[src/rcps_regs.vh]
/*
 * register map, field positions and reset values of the reference clock
 * output and power-save controller; assumes a 32-bit APB slave port.
 */
// What this block does
// - output enable bit 15 drives divided reference clock onto pin, else pin off
// - four-bit divisor at bits 11:8 picks one of 16 ratios; with source select clear codes 0 and 1 both give CLK/2
// - codes 1000..1111 divide by 256 up to 32768
// - source select bit 12: set primary oscillator, clear system clock
// - sleep-continue bit clear stops the reference output during sleep
// - output runs in sleep only with sleep-continue and source select set
// - with source select clear the output follows system clock switches
// - sleep powers down primary oscillator unless keep-enabled bit is set
// - sleep shuts down system clock source and halts code
// - idle halts the processor, system clock and peripherals keep running
// - wake from sleep or idle on enabled interrupt, reset or watchdog timeout
// - watchdog counter cleared just before sleep entry when enabled
// - low-power rc oscillator kept running in sleep when watchdog enabled
// - failsafe clock monitor inactive during sleep
// - system-clocked peripherals disabled in sleep; external-clocked ones may run
// - wake from sleep resumes on the clock source active at entry
// - idle entry clears watchdog; rc osc kept in idle if watchdog or monitor on
// - idle wake restores processor clock and resumes at once
// - interrupt during power-save instruction deferred until entry completes
// - usb possible only with primary oscillator plus pll system clock
// - half-rate clock pin at oscillator/2 in certain oscillator modes; here CLK/2 in every mode while SYS_CLK_EN is set
`ifndef RCPS_REGS_VH
`define RCPS_REGS_VH
`define RCPS_ADDR_REFCTL 12'h000
`define RCPS_ADDR_PWRCTL 12'h004
`define RCPS_ADDR_STATUS 12'h008
`define RCPS_REFCTL_WMASK 16'hBF00
`define RCPS_REFCTL_RESET 16'h0000
`define RCPS_BIT_OUT_EN 15
`define RCPS_BIT_SLP_CONT 13
`define RCPS_BIT_SRC_SEL 12
`define RCPS_DIV_HI 11
`define RCPS_DIV_LO 8
`define RCPS_BIT_POSC_KEEP 0
`define RCPS_BIT_WDT_EN 1
`define RCPS_BIT_FAILSAFE_CLOCK_MONITOR_EN 2
`define RCPS_BIT_PLL_MODE 3
`define RCPS_BIT_FAST_RC_WITH_PLL_MODE 4
`define RCPS_PS_IDLE 8'h01
`define RCPS_PS_SLEEP 8'h02
`endif

[src/rcps_refclk_power.v]
/*
 * reference clock output divider and sleep/idle power-save sequencer.
 * assumes an APB master on CLK, a primary oscillator presented as a
 * synchronous level input, and a core that pulses the power-save request.
 */
`timescale 1ns/1ps
`include "rcps_regs.vh"
module rcps_refclk_power #(
	parameter DIV_W = 16
) (
	CLK,
	RESET_N,
	PSEL,
	PENABLE,
	PWRITE,
	PADDR,
	PWDATA,
	PRDATA,
	PREADY,
	PSLVERR,
	PRIMARY_OSC_IN,
	PS_REQ,
	PS_MODE,
	IRQ_PENDING,
	WDT_TIMEOUT,
	REFCLK_PIN,
	REFCLK_PIN_OE,
	HALF_RATE_CLOCK_PIN,
	CPU_CLK_EN,
	SYS_CLK_EN,
	PERIPH_CLK_EN,
	PRIMARY_OSC_EN,
	LOW_POWER_RC_EN,
	FAILSAFE_MON_EN,
	WATCHDOG_CLEAR,
	WAKE_PULSE,
	USB_CLK_OK
);
	input wire CLK;
	input wire RESET_N;
	input wire PSEL;
	input wire PENABLE;
	input wire PWRITE;
	input wire [11:0] PADDR;
	input wire [31:0] PWDATA;
	output reg [31:0] PRDATA;
	output reg PREADY;
	output reg PSLVERR;
	input wire PRIMARY_OSC_IN;
	input wire PS_REQ;
	input wire [7:0] PS_MODE;
	input wire IRQ_PENDING;
	input wire WDT_TIMEOUT;
	output reg REFCLK_PIN;
	output reg REFCLK_PIN_OE;
	output reg HALF_RATE_CLOCK_PIN;
	output reg CPU_CLK_EN;
	output reg SYS_CLK_EN;
	output reg PERIPH_CLK_EN;
	output reg PRIMARY_OSC_EN;
	output reg LOW_POWER_RC_EN;
	output reg FAILSAFE_MON_EN;
	output reg WATCHDOG_CLEAR;
	output reg WAKE_PULSE;
	output reg USB_CLK_OK;

	localparam [1:0] ST_RUN = 2'd0;
	localparam [1:0] ST_IDLE = 2'd1;
	localparam [1:0] ST_SLEEP = 2'd2;

	// ----------------------------------------
	// registers
	// ----------------------------------------
	reg [15:0] refctl_q;
	reg [4:0] pwrctl_q;
	reg [1:0] state_q;
	reg [DIV_W-1:0] cnt_q;
	reg posc_prev_q;
	reg half_q;
	reg [1:0] rst_seen_q;
	reg defer_q;

	wire out_en = refctl_q[`RCPS_BIT_OUT_EN];
	wire slp_cont = refctl_q[`RCPS_BIT_SLP_CONT];
	wire src_sel = refctl_q[`RCPS_BIT_SRC_SEL];
	wire [3:0] div_code = refctl_q[`RCPS_DIV_HI:`RCPS_DIV_LO];
	wire posc_keep = pwrctl_q[`RCPS_BIT_POSC_KEEP];
	wire wdt_en = pwrctl_q[`RCPS_BIT_WDT_EN];
	wire failsafe_clock_monitor_en = pwrctl_q[`RCPS_BIT_FAILSAFE_CLOCK_MONITOR_EN];

	wire apb_acc = PSEL && PENABLE;
	wire apb_wr = apb_acc && PWRITE;
	wire sleeping = (state_q == ST_SLEEP);
	wire posc_run = !sleeping || posc_keep;
	// the primary oscillator is the only base alive in sleep
	wire ref_run = !sleeping || (slp_cont && src_sel && posc_run);

	// ----------------------------------------
	// APB slave, zero wait states
	// ----------------------------------------
	function known_addr;
		input [11:0] a;
		begin
			known_addr = (a == `RCPS_ADDR_REFCTL) || (a == `RCPS_ADDR_PWRCTL) ||
				(a == `RCPS_ADDR_STATUS);
		end
	endfunction

	always @(posedge CLK or negedge RESET_N) begin
		if (!RESET_N) begin
			refctl_q <= `RCPS_REFCTL_RESET;
			pwrctl_q <= 5'h00;
			PRDATA <= 32'h0000_0000;
			PREADY <= 1'b0;
			PSLVERR <= 1'b0;
		end else begin
			PREADY <= PSEL && !PENABLE;
			PSLVERR <= PSEL && !PENABLE && !known_addr(PADDR);
			if (apb_wr && PADDR == `RCPS_ADDR_REFCTL) begin
				refctl_q <= PWDATA[15:0] & `RCPS_REFCTL_WMASK;
			end else if (apb_wr && PADDR == `RCPS_ADDR_PWRCTL) begin
				pwrctl_q <= PWDATA[4:0];
			end
			if (PSEL && !PENABLE && !PWRITE) begin
				if (PADDR == `RCPS_ADDR_REFCTL) begin
					PRDATA <= {16'h0000, refctl_q};
				end else if (PADDR == `RCPS_ADDR_PWRCTL) begin
					PRDATA <= {27'h000_0000, pwrctl_q};
				end else if (PADDR == `RCPS_ADDR_STATUS) begin
					PRDATA <= {30'h0000_0000, state_q};
				end else begin
					PRDATA <= 32'h0000_0000;
				end
			end
		end
	end

	// ----------------------------------------
	// power-save sequencer
	// ----------------------------------------
	// reset itself is a wake source: any reset returns to run
	wire wake = IRQ_PENDING || WDT_TIMEOUT || defer_q;

	always @(posedge CLK or negedge RESET_N) begin
		if (!RESET_N) begin
			state_q <= ST_RUN;
			WATCHDOG_CLEAR <= 1'b0;
			WAKE_PULSE <= 1'b0;
			defer_q <= 1'b0;
		end else begin
			WATCHDOG_CLEAR <= 1'b0;
			WAKE_PULSE <= 1'b0;
			case (state_q)
				ST_RUN: begin
					// interrupt seen with the request wakes right after entry
					defer_q <= PS_REQ && IRQ_PENDING &&
						(PS_MODE == `RCPS_PS_SLEEP || PS_MODE == `RCPS_PS_IDLE);
					// an interrupt pending now is held until entry is complete
					if (PS_REQ && PS_MODE == `RCPS_PS_SLEEP) begin
						state_q <= ST_SLEEP;
						WATCHDOG_CLEAR <= wdt_en;
					end else if (PS_REQ && PS_MODE == `RCPS_PS_IDLE) begin
						state_q <= ST_IDLE;
						WATCHDOG_CLEAR <= wdt_en;
					end
				end
				ST_IDLE, ST_SLEEP: begin
					if (wake) begin
						state_q <= ST_RUN;
						WAKE_PULSE <= 1'b1;
						defer_q <= 1'b0;
					end
				end
				default: begin
					state_q <= ST_RUN;
				end
			endcase
		end
	end

	// clock gates follow state; the source choice is never touched so wake
	// resumes on the same clock
	always @(posedge CLK or negedge RESET_N) begin
		if (!RESET_N) begin
			CPU_CLK_EN <= 1'b1;
			SYS_CLK_EN <= 1'b1;
			PERIPH_CLK_EN <= 1'b1;
			PRIMARY_OSC_EN <= 1'b1;
			LOW_POWER_RC_EN <= 1'b0;
			FAILSAFE_MON_EN <= 1'b0;
			USB_CLK_OK <= 1'b0;
		end else begin
			CPU_CLK_EN <= (state_q == ST_RUN);
			SYS_CLK_EN <= !sleeping;
			PERIPH_CLK_EN <= !sleeping;
			PRIMARY_OSC_EN <= posc_run;
			LOW_POWER_RC_EN <= wdt_en || (!sleeping && failsafe_clock_monitor_en);
			FAILSAFE_MON_EN <= failsafe_clock_monitor_en && !sleeping;
			// fast rc with pll never qualifies for usb
			USB_CLK_OK <= pwrctl_q[`RCPS_BIT_PLL_MODE] && !pwrctl_q[`RCPS_BIT_FAST_RC_WITH_PLL_MODE];
		end
	end

	// ----------------------------------------
	// reference divider
	// ----------------------------------------
	// base tick: primary oscillator edge when selected, else every system clock
	// (so the output tracks any clock switch feeding CLK)
	wire posc_edge = PRIMARY_OSC_IN && !posc_prev_q;
	wire tick = src_sel ? posc_edge : 1'b1;
	// divide by 2^code: half period is 2^(code-1) ticks
	wire [DIV_W-1:0] half_period = ({{(DIV_W-1){1'b0}}, 1'b1} << div_code) >> 1;

	always @(posedge CLK or negedge RESET_N) begin
		if (!RESET_N) begin
			cnt_q <= {DIV_W{1'b0}};
			posc_prev_q <= 1'b0;
			REFCLK_PIN <= 1'b0;
			REFCLK_PIN_OE <= 1'b0;
			half_q <= 1'b0;
			HALF_RATE_CLOCK_PIN <= 1'b0;
			rst_seen_q <= 2'b00;
		end else begin
			posc_prev_q <= PRIMARY_OSC_IN;
			REFCLK_PIN_OE <= out_en;
			rst_seen_q <= {rst_seen_q[0], 1'b1};
			if (!out_en || !ref_run) begin
				cnt_q <= {DIV_W{1'b0}};
				REFCLK_PIN <= 1'b0;
			end else if (div_code == 4'h0) begin
				// code 0: oscillator passes through; a flop cannot pass CLK itself,
				// so the system-clock base gives CLK/2 at best
				if (src_sel) begin
					REFCLK_PIN <= PRIMARY_OSC_IN;
				end else begin
					REFCLK_PIN <= !REFCLK_PIN;
				end
			end else if (tick) begin
				if (cnt_q == half_period - {{(DIV_W-1){1'b0}}, 1'b1} ||
						cnt_q >= half_period) begin
					cnt_q <= {DIV_W{1'b0}};
					REFCLK_PIN <= !REFCLK_PIN;
				end else begin
					cnt_q <= cnt_q + {{(DIV_W-1){1'b0}}, 1'b1};
				end
			end
			if (SYS_CLK_EN) begin
				half_q <= !half_q;
			end
			HALF_RATE_CLOCK_PIN <= half_q;
		end
	end
endmodule

[config.mk]
export PLATFORM = sky130hd
export DESIGN_NAME = rcps_refclk_power
export DESIGN_NICKNAME = d
export VERILOG_FILES = /design/src/rcps_refclk_power.v
export VERILOG_INCLUDE_DIRS = /design/src
export SDC_FILE = /design/constraint.sdc
export NUM_CORES = 1
export LEC_CHECK = 0
export BUFFER_PORTS_ARGS = -buffer_cell sky130_fd_sc_hd__buf_2
export CAP_MARGIN = 20
export CORE_UTILIZATION = 49
export DETAILED_ROUTE_END_ITERATION = 8
export GPL_ROUTABILITY_DRIVEN = 0
export PLACE_DENSITY = 0.78
export SYNTH_ARGS = -nofsm -noshare
export SYNTH_HDL_FRONTEND = slang
export SYNTH_SLANG_ARGS = --single-unit
[constraint.sdc]
create_clock -name CLK -period 3.3 [get_ports CLK]
set_input_delay 0.165 -clock CLK [delete_from_list [all_inputs] [get_ports CLK]]
set_output_delay 0.165 -clock CLK [all_outputs]
set_load 0.01 [all_outputs]
---- Yosys cells after proc, flatten, opt, wreduce, memory -nomap -nowiden ----
Index checks and enable logic that the tools add are counted.
Widths: inputs -> output; s select.
operators by class
  bitwise logic cells ..................... 1
  $lt $le $gt $ge ......................... 1
  equal/unequal tests ..................... 10
  reduce and logical (&&, ||, !) cells .... 49
  shift-type cells ........................ 1
  mux-type cells .......................... 24
  $add $sub $neg .......................... 2
operators by type and width
  cell                   number
  $mux 16                5
  $add 16x1->16 const B  1
  $eq 16x16->1           1
  $ge 16x15->1           1
  $logic_and 1x1->1      16
  $shl 1x4->16 const A   1
  $sub 15x1->16 const B  1
  $eq 12x3->1 const B    1
  $eq 12x4->1 const B    1
  $logic_not 12->1       1
  $mux 1                 12
  $logic_not 1->1        10
  $logic_or 1x1->1       10
  $reduce_and 2->1       5
  $eq 8x1->1 const B     1
  $eq 8x2->1 const B     1
  $mux 2                 4
  $reduce_bool 3->1      2
  $mux 5                 1
  $logic_not 4->1        1
  $ne 2x2->1 const B     2
  $pmux 2 s2             1
  $reduce_bool 2->1      2
  $ne 3x3->1 const B     1
  6 further kinds        6
word-level totals
  output and inout bits ................... 46
  flip-flop bits (word level) ............. 78
  word-level logic and storage cells ...... 109
  bits of input ports ..................... 61

---- Logic depth before layout (Yosys ltp) ----
  word-level depth ........................ 9
  gate-level depth with buffers ........... 17
  mapped depth without buffers ............ 12

---- Worst setup path after synthesis ----
Ideal clock, no wire load.
  kind .................................... reg-to-reg
  from .................................... reg refctl_q[10]
  to ...................................... reg cnt_q[11]
  stages on the path, launching flop included .. 17
  required time ........................... 3.163 ns
  library setup time ...................... 0.137 ns
  slack ................................... -0.334 ns
  data arrival time ....................... 3.496 ns
  cell sequence ........................... dfrtp_1 -> buf_4 -> buf_2 -> buf_1 -> nor2_1 -> nand2_1 -> ha_1 -> clkbuf_1 -> and2_1 -> o21a_1 -> or3_1 -> a2111o_1 -> or4_1 -> buf_2 -> nand3_2 -> buf_6 -> o311ai_1
on the way
  longest elaborated chain between the ends .. 8
RTL lines
  item                      line                     RTL
  start: declaration        rcps_refclk_power.v:74   reg [15:0] refctl_q;
  start signal: assignment  rcps_refclk_power.v:111  refctl_q <= `RCPS_REFCTL_RESET;
  start signal: assignment  rcps_refclk_power.v:120  refctl_q <= PWDATA[15:0] & `RCPS_REFCTL_WMASK;
  $shl 1x4->16              rcps_refclk_power.v:212  wire [DIV_W-1:0] half_period = ({{(DIV_W-1){1'b0}}, 1'b1} << div_code) >> 1;
  $sub 15x1->16             rcps_refclk_power.v:239  if (cnt_q == half_period - {{(DIV_W-1){1'b0}}, 1'b1} ||
  $eq 16x16->1              rcps_refclk_power.v:239
  $logic_or 1x1->1          rcps_refclk_power.v:239
  $mux 16                   rcps_refclk_power.v:239
  $mux 16                   rcps_refclk_power.v:238  end else if (tick) begin
  $mux 16                   rcps_refclk_power.v:230  end else if (div_code == 4'h0) begin
  $mux 16                   rcps_refclk_power.v:227  if (!out_en || !ref_run) begin
  end signal: assignment    rcps_refclk_power.v:228  cnt_q <= {DIV_W{1'b0}};
  end signal: assignment    rcps_refclk_power.v:241  cnt_q <= {DIV_W{1'b0}};
  end signal: assignment    rcps_refclk_power.v:244  cnt_q <= cnt_q + {{(DIV_W-1){1'b0}}, 1'b1};
  end: declaration          rcps_refclk_power.v:77   reg [DIV_W-1:0] cnt_q;
Parallel ways exist; a longest one is shown, timed or not. The select of a mux whose other input is x is not followed.
A chain may end at the register's enable or synchronous reset.

---- Worst setup path in the final report ----
  from .................................... reg refctl_q[8]
  to ...................................... reg cnt_q[14]
Same word-level chain as after synthesis.

==> flow_metrics.py <==
metrics = {
    "setup_path": {
        "worstSetupPathType": "flop to flop",
        "setup.worst_path.end_class": "flop",
        "required_ns": 3.52,
        "critPathLaunch": "refctl_q[8]",
        "start_kind": "flop",
        "crit_chain": "buf_4 > nor2b_4 > nand2_2 > ha_4 > buf_4 > inv_1 > a21oi_1 > or3_1 > a2111o_1 > or4_1 > buf_6 > nand3_4 > buf_4 > o21ai_1",
        "critPathMostFrequentCell": "buf_4",
        "crit_fanout": 17,
        "critPathArrivalTime_ns": 3.39,
        "r2r_start": "refctl_q[8]",
        "ff2ff_path_depth": 14,
        "worst_path_max_delay_cell": "or4_1",
        "crit_path_max_incr_delay_ns": 0.45,
    },
    "placement": {
        "dp_slack_ns": 0.0439,
        "dp_hpwl_microns": 7340,
        "port-buffer-count": 66,
        "dpl-instance-area_sq_mm": 0.00453,
    },
    "route": {
        "dr_wl_met3_microns": 568,
        "drt-total-wl_microns": 10000,
        "wl_met2_microns": 4900,
        "dr.pass1.iters": 4,
        "post-route-drc-count": 0,
        "ant_nets": 0,
        "vias_per_cell": 5.75,
        "first_iter_violations": 266,
        "num_vias": 3745,
        "wl_met1_microns": 4340,
        "wl_per_cell_microns": 15.4,
        "top_layer": "met4",
    },
    "layout": {
        "design_area_sq_mm": 0.00488,
        "fin_nets": 627,
        "area_growth_pct": 18.1,
        "final_util": 0.597,
        "num_antenna_cells": 0,
        "layout-drive-gt1-share": 0.245,
    },
    "timing": {
        "max-slew-margin-rel": 0.378,
        "final_max_slew_viol_count": 0,
        "fmax_ghz": 0.315,
        "setup_viol": 0,
        "tightest_slew_ns": 0.930,
        "skew_ns": 0.0166,
        "fin_crit_sh": 0.961,
        "setup_slack_ns": 0.127,
        "hold_violations": 0,
        "fin_crit_ns": 3.17,
    },
    "grt": {
        "antenna_found_initial": 0,
        "grt_remaining_overflow": 0,
        "track_usage": 0.244,
        "grt_pass1_vias": 3569,
        "grt_pass1_wl_microns": 16900,
        "grt_max_degree": 34,
    },
    "die": {
        "io_pins": 107,
        "die_w_microns": 93.8,
        "die_y_microns": 93.8,
        "die-area_sq_mm": 0.00880,
        "rows": 33,
        "coreArea_sq_mm": 0.00818,
        "initial_core_util": 0.505,
    },
    "cts": {
        "clock_latency_ns": 0.35,
        "htree_levels": 3,
        "ctsLongestPathBuffers": 2,
        "cts_buffers": 9,
        "cts_tree": "done",
        "cts-root-buf": "clkbuf_8",
        "path_clk_slew_ns": 0.08,
        "clock_sinks": 58,
    },
    "logic_synthesis": {
        "synth-edff-count": 0,
        "ys_ff_latch": 58,
        "muxShareOfSynthArea": 0.0342,
        "synthAdderAreaFrac": 0.0757,
        "synthSimpleGateAreaFrac": 0.231,
        "async_flop_share": 1.00,
        "synth_top_flop_cell": "dfrtp_1",
        "ys_seq_area_frac": 0.352,
        "syn_avg_cell_area_sq_um": 8.79,
        "synth.distinct_cells": 70,
        "synth_xor_area_frac": 0.0212,
        "synth_top_family_by_area": "simple AND/OR/NAND/NOR gates",
        "synth-warning-count": 0,
        "netlist_instances": 470,
        "synth_compound_area_frac": 0.195,
        "synthesis.area_sq_mm": 0.00413,
    },
    "pwr": {
        "cellPowerDensity_mw_per_mm2": 373,
        "peakVddDrop_uv": 373,
        "power_leakage_nw": 2.27,
    },
    "min_path": {
        "min-delay-start": "PWDATA[10]",
        "hold_depth": 3,
        "min_path_type": "input pin to flop",
    },
    "run_status": {
        "status": "completed",
    },
    "flow_run": {
        "maxCapViolations": 0,
    },
}
[metrics by stage]
stage                     setup TNS (ns)  hold slack [ns]  power (W)  cells
after floorplan                        0           -0.131   0.000934    489
after global placement                 0            0.208    0.00100    625
after detailed placement               0            0.221    0.00101    625
after CTS                              0           0.0186    0.00184    644
after global routing              -0.624           0.0496    0.00189    651
final                                  0           0.0246    0.00182    651
[layer usage]
| metal | GRT usage | vias to the layer above |
|---|---|---|
| met4 | 0.128 | 0 |
| met5 | 0 | - |
| met3 | 0.0316 | 18 |
| met1 | 0.323 | 1799 |
| met2 | 0.388 | 125 |
| li1 | - | 1803 |
[where the power goes]
part           internal [W]  total, W  switching, W
Sequential         0.000766  0.000793     0.0000272
Combinational     0.0000841  0.000206      0.000122
Clock              0.000508  0.000822      0.000315
[sequential cells by signal (all words and copies together) (netlist names)]
register	count
WATCHDOG_CLEAR	1
USB_CLK_OK	1
refctl_q	7
half_q	1
cnt_q	16
REFCLK_PIN_OE	1
WAKE_PULSE	1
PERIPH_CLK_EN	1
PREADY	1
FAILSAFE_MON_EN	1
PRIMARY_OSC_EN	1
PRDATA	12
CPU_CLK_EN	1
state_q	2
defer_q	1
HALF_RATE_CLOCK_PIN	1
LOW_POWER_RC_EN	1
REFCLK_PIN	1
pwrctl_q	5
PSLVERR	1
posc_prev_q	1
[repair_timing]
action / 4_1_cts / 5_1_grt
hold buffers: 3 / 0
buffers inserted: 0 / 7
setup endpoints to repair: 0 / 17
resized for setup: 0 / 5
hold endpoints to repair: 26 / 0
[cell usage in the layout (no fill, tap or decap), drive strengths merged, types with 4 or more instances in the layout]
| cell | synthesis | final |
|---|---|---|
| nor3 | 7 | 7 |
| o21ai | 25 | 25 |
| nor2b | 16 | 16 |
| o211ai | 5 | 5 |
| a21o | 6 | 6 |
| clkinv | 1 | 4 |
| mux2i | 4 | 4 |
| o22ai | 5 | 5 |
| inv | 18 | 19 |
| xnor2 | 8 | 8 |
| a41oi | 4 | 4 |
| conb | 1 | 20 |
| a21oi | 17 | 17 |
| or3 | 4 | 4 |
| clkbuf | 14 | 9 |
| nand2 | 61 | 61 |
| o31ai | 4 | 4 |
| a22o | 7 | 7 |
| nand3 | 21 | 21 |
| nor4 | 4 | 4 |
| buf | 35 | 87 |
| nor2 | 21 | 21 |
| mux2 | 9 | 9 |
| nand2b | 8 | 8 |
| nand4 | 7 | 7 |
| dfrtp | 55 | 55 |
| and2 | 5 | 5 |
| and3 | 13 | 13 |
| ha | 25 | 25 |
| o311ai | 5 | 5 |
[cell families (layout without fill, tap and decap cells)]
family,Yosys count,count (layout)
AND/OR/NAND/NOR,182,182
AO/OA/AOI/OAI,113,113
buffers and inverters,68,125
flip-flops,58,58
adder cells (fa/ha/maj),25,25
multiplexers,13,13
XOR/XNOR,10,10
other,1,20
[synth_stat cells, drive strengths merged, types with 4 or more instances]
cell type | n | area share
and3 | 13 | 0.020
a22o | 7 | 0.015
o311ai | 5 | 0.011
ha | 25 | 0.076
xnor2 | 8 | 0.017
mux2 | 9 | 0.025
buf | 35 | 0.060
a21oi | 17 | 0.021
or3 | 4 | 0.0073
mux2i | 4 | 0.0097
o211ai | 5 | 0.0091
o22ai | 5 | 0.0076
nor2 | 21 | 0.020
a21o | 6 | 0.011
inv | 18 | 0.016
nor3 | 7 | 0.0097
nor2b | 16 | 0.024
nand2b | 8 | 0.012
o31ai | 4 | 0.0073
clkbuf | 14 | 0.013
dfrtp | 55 | 0.33
a41oi | 4 | 0.0085
nor4 | 4 | 0.0061
nand3 | 21 | 0.027
and2 | 5 | 0.0076
nand2 | 61 | 0.055
o21ai | 25 | 0.030
nand4 | 7 | 0.011
[worst max-delay path: cells and delay by family, from the launching register on]
kind	cells	cell delay, ns
simple gates	5	1.16
buf+inv	5	0.74
compound gates	3	0.52
flops	1	0.41
fa+ha+maj	1	0.20
[layout make-up]
| class | count | area [sq um] |
|---|---|---|
| multi-input combinational | 363 | 2430 |
| inverter | 19 | 71.3 |
| tap | 105 | 131 |
| clock buffer | 9 | 124 |
| sequential | 58 | 1460 |
| fill | 707 | 3300 |
| timing repair buffer | 90 | 538 |
| clock inverter | 7 | 125 |
[final timing paths]
kind	slack, ns	end
worst max-delay path	0.13	cnt_q[14]
worst min-delay path	0.02	refctl_q[10]
worst max register to register	0.13	cnt_q[14]
worst min register to register	0.43	HALF_RATE_CLOCK_PIN
max in group asynchronous	2.04	PERIPH_CLK_EN
min in group asynchronous	0.37	refctl_q[8]
(Power assumes the default switching activity.)
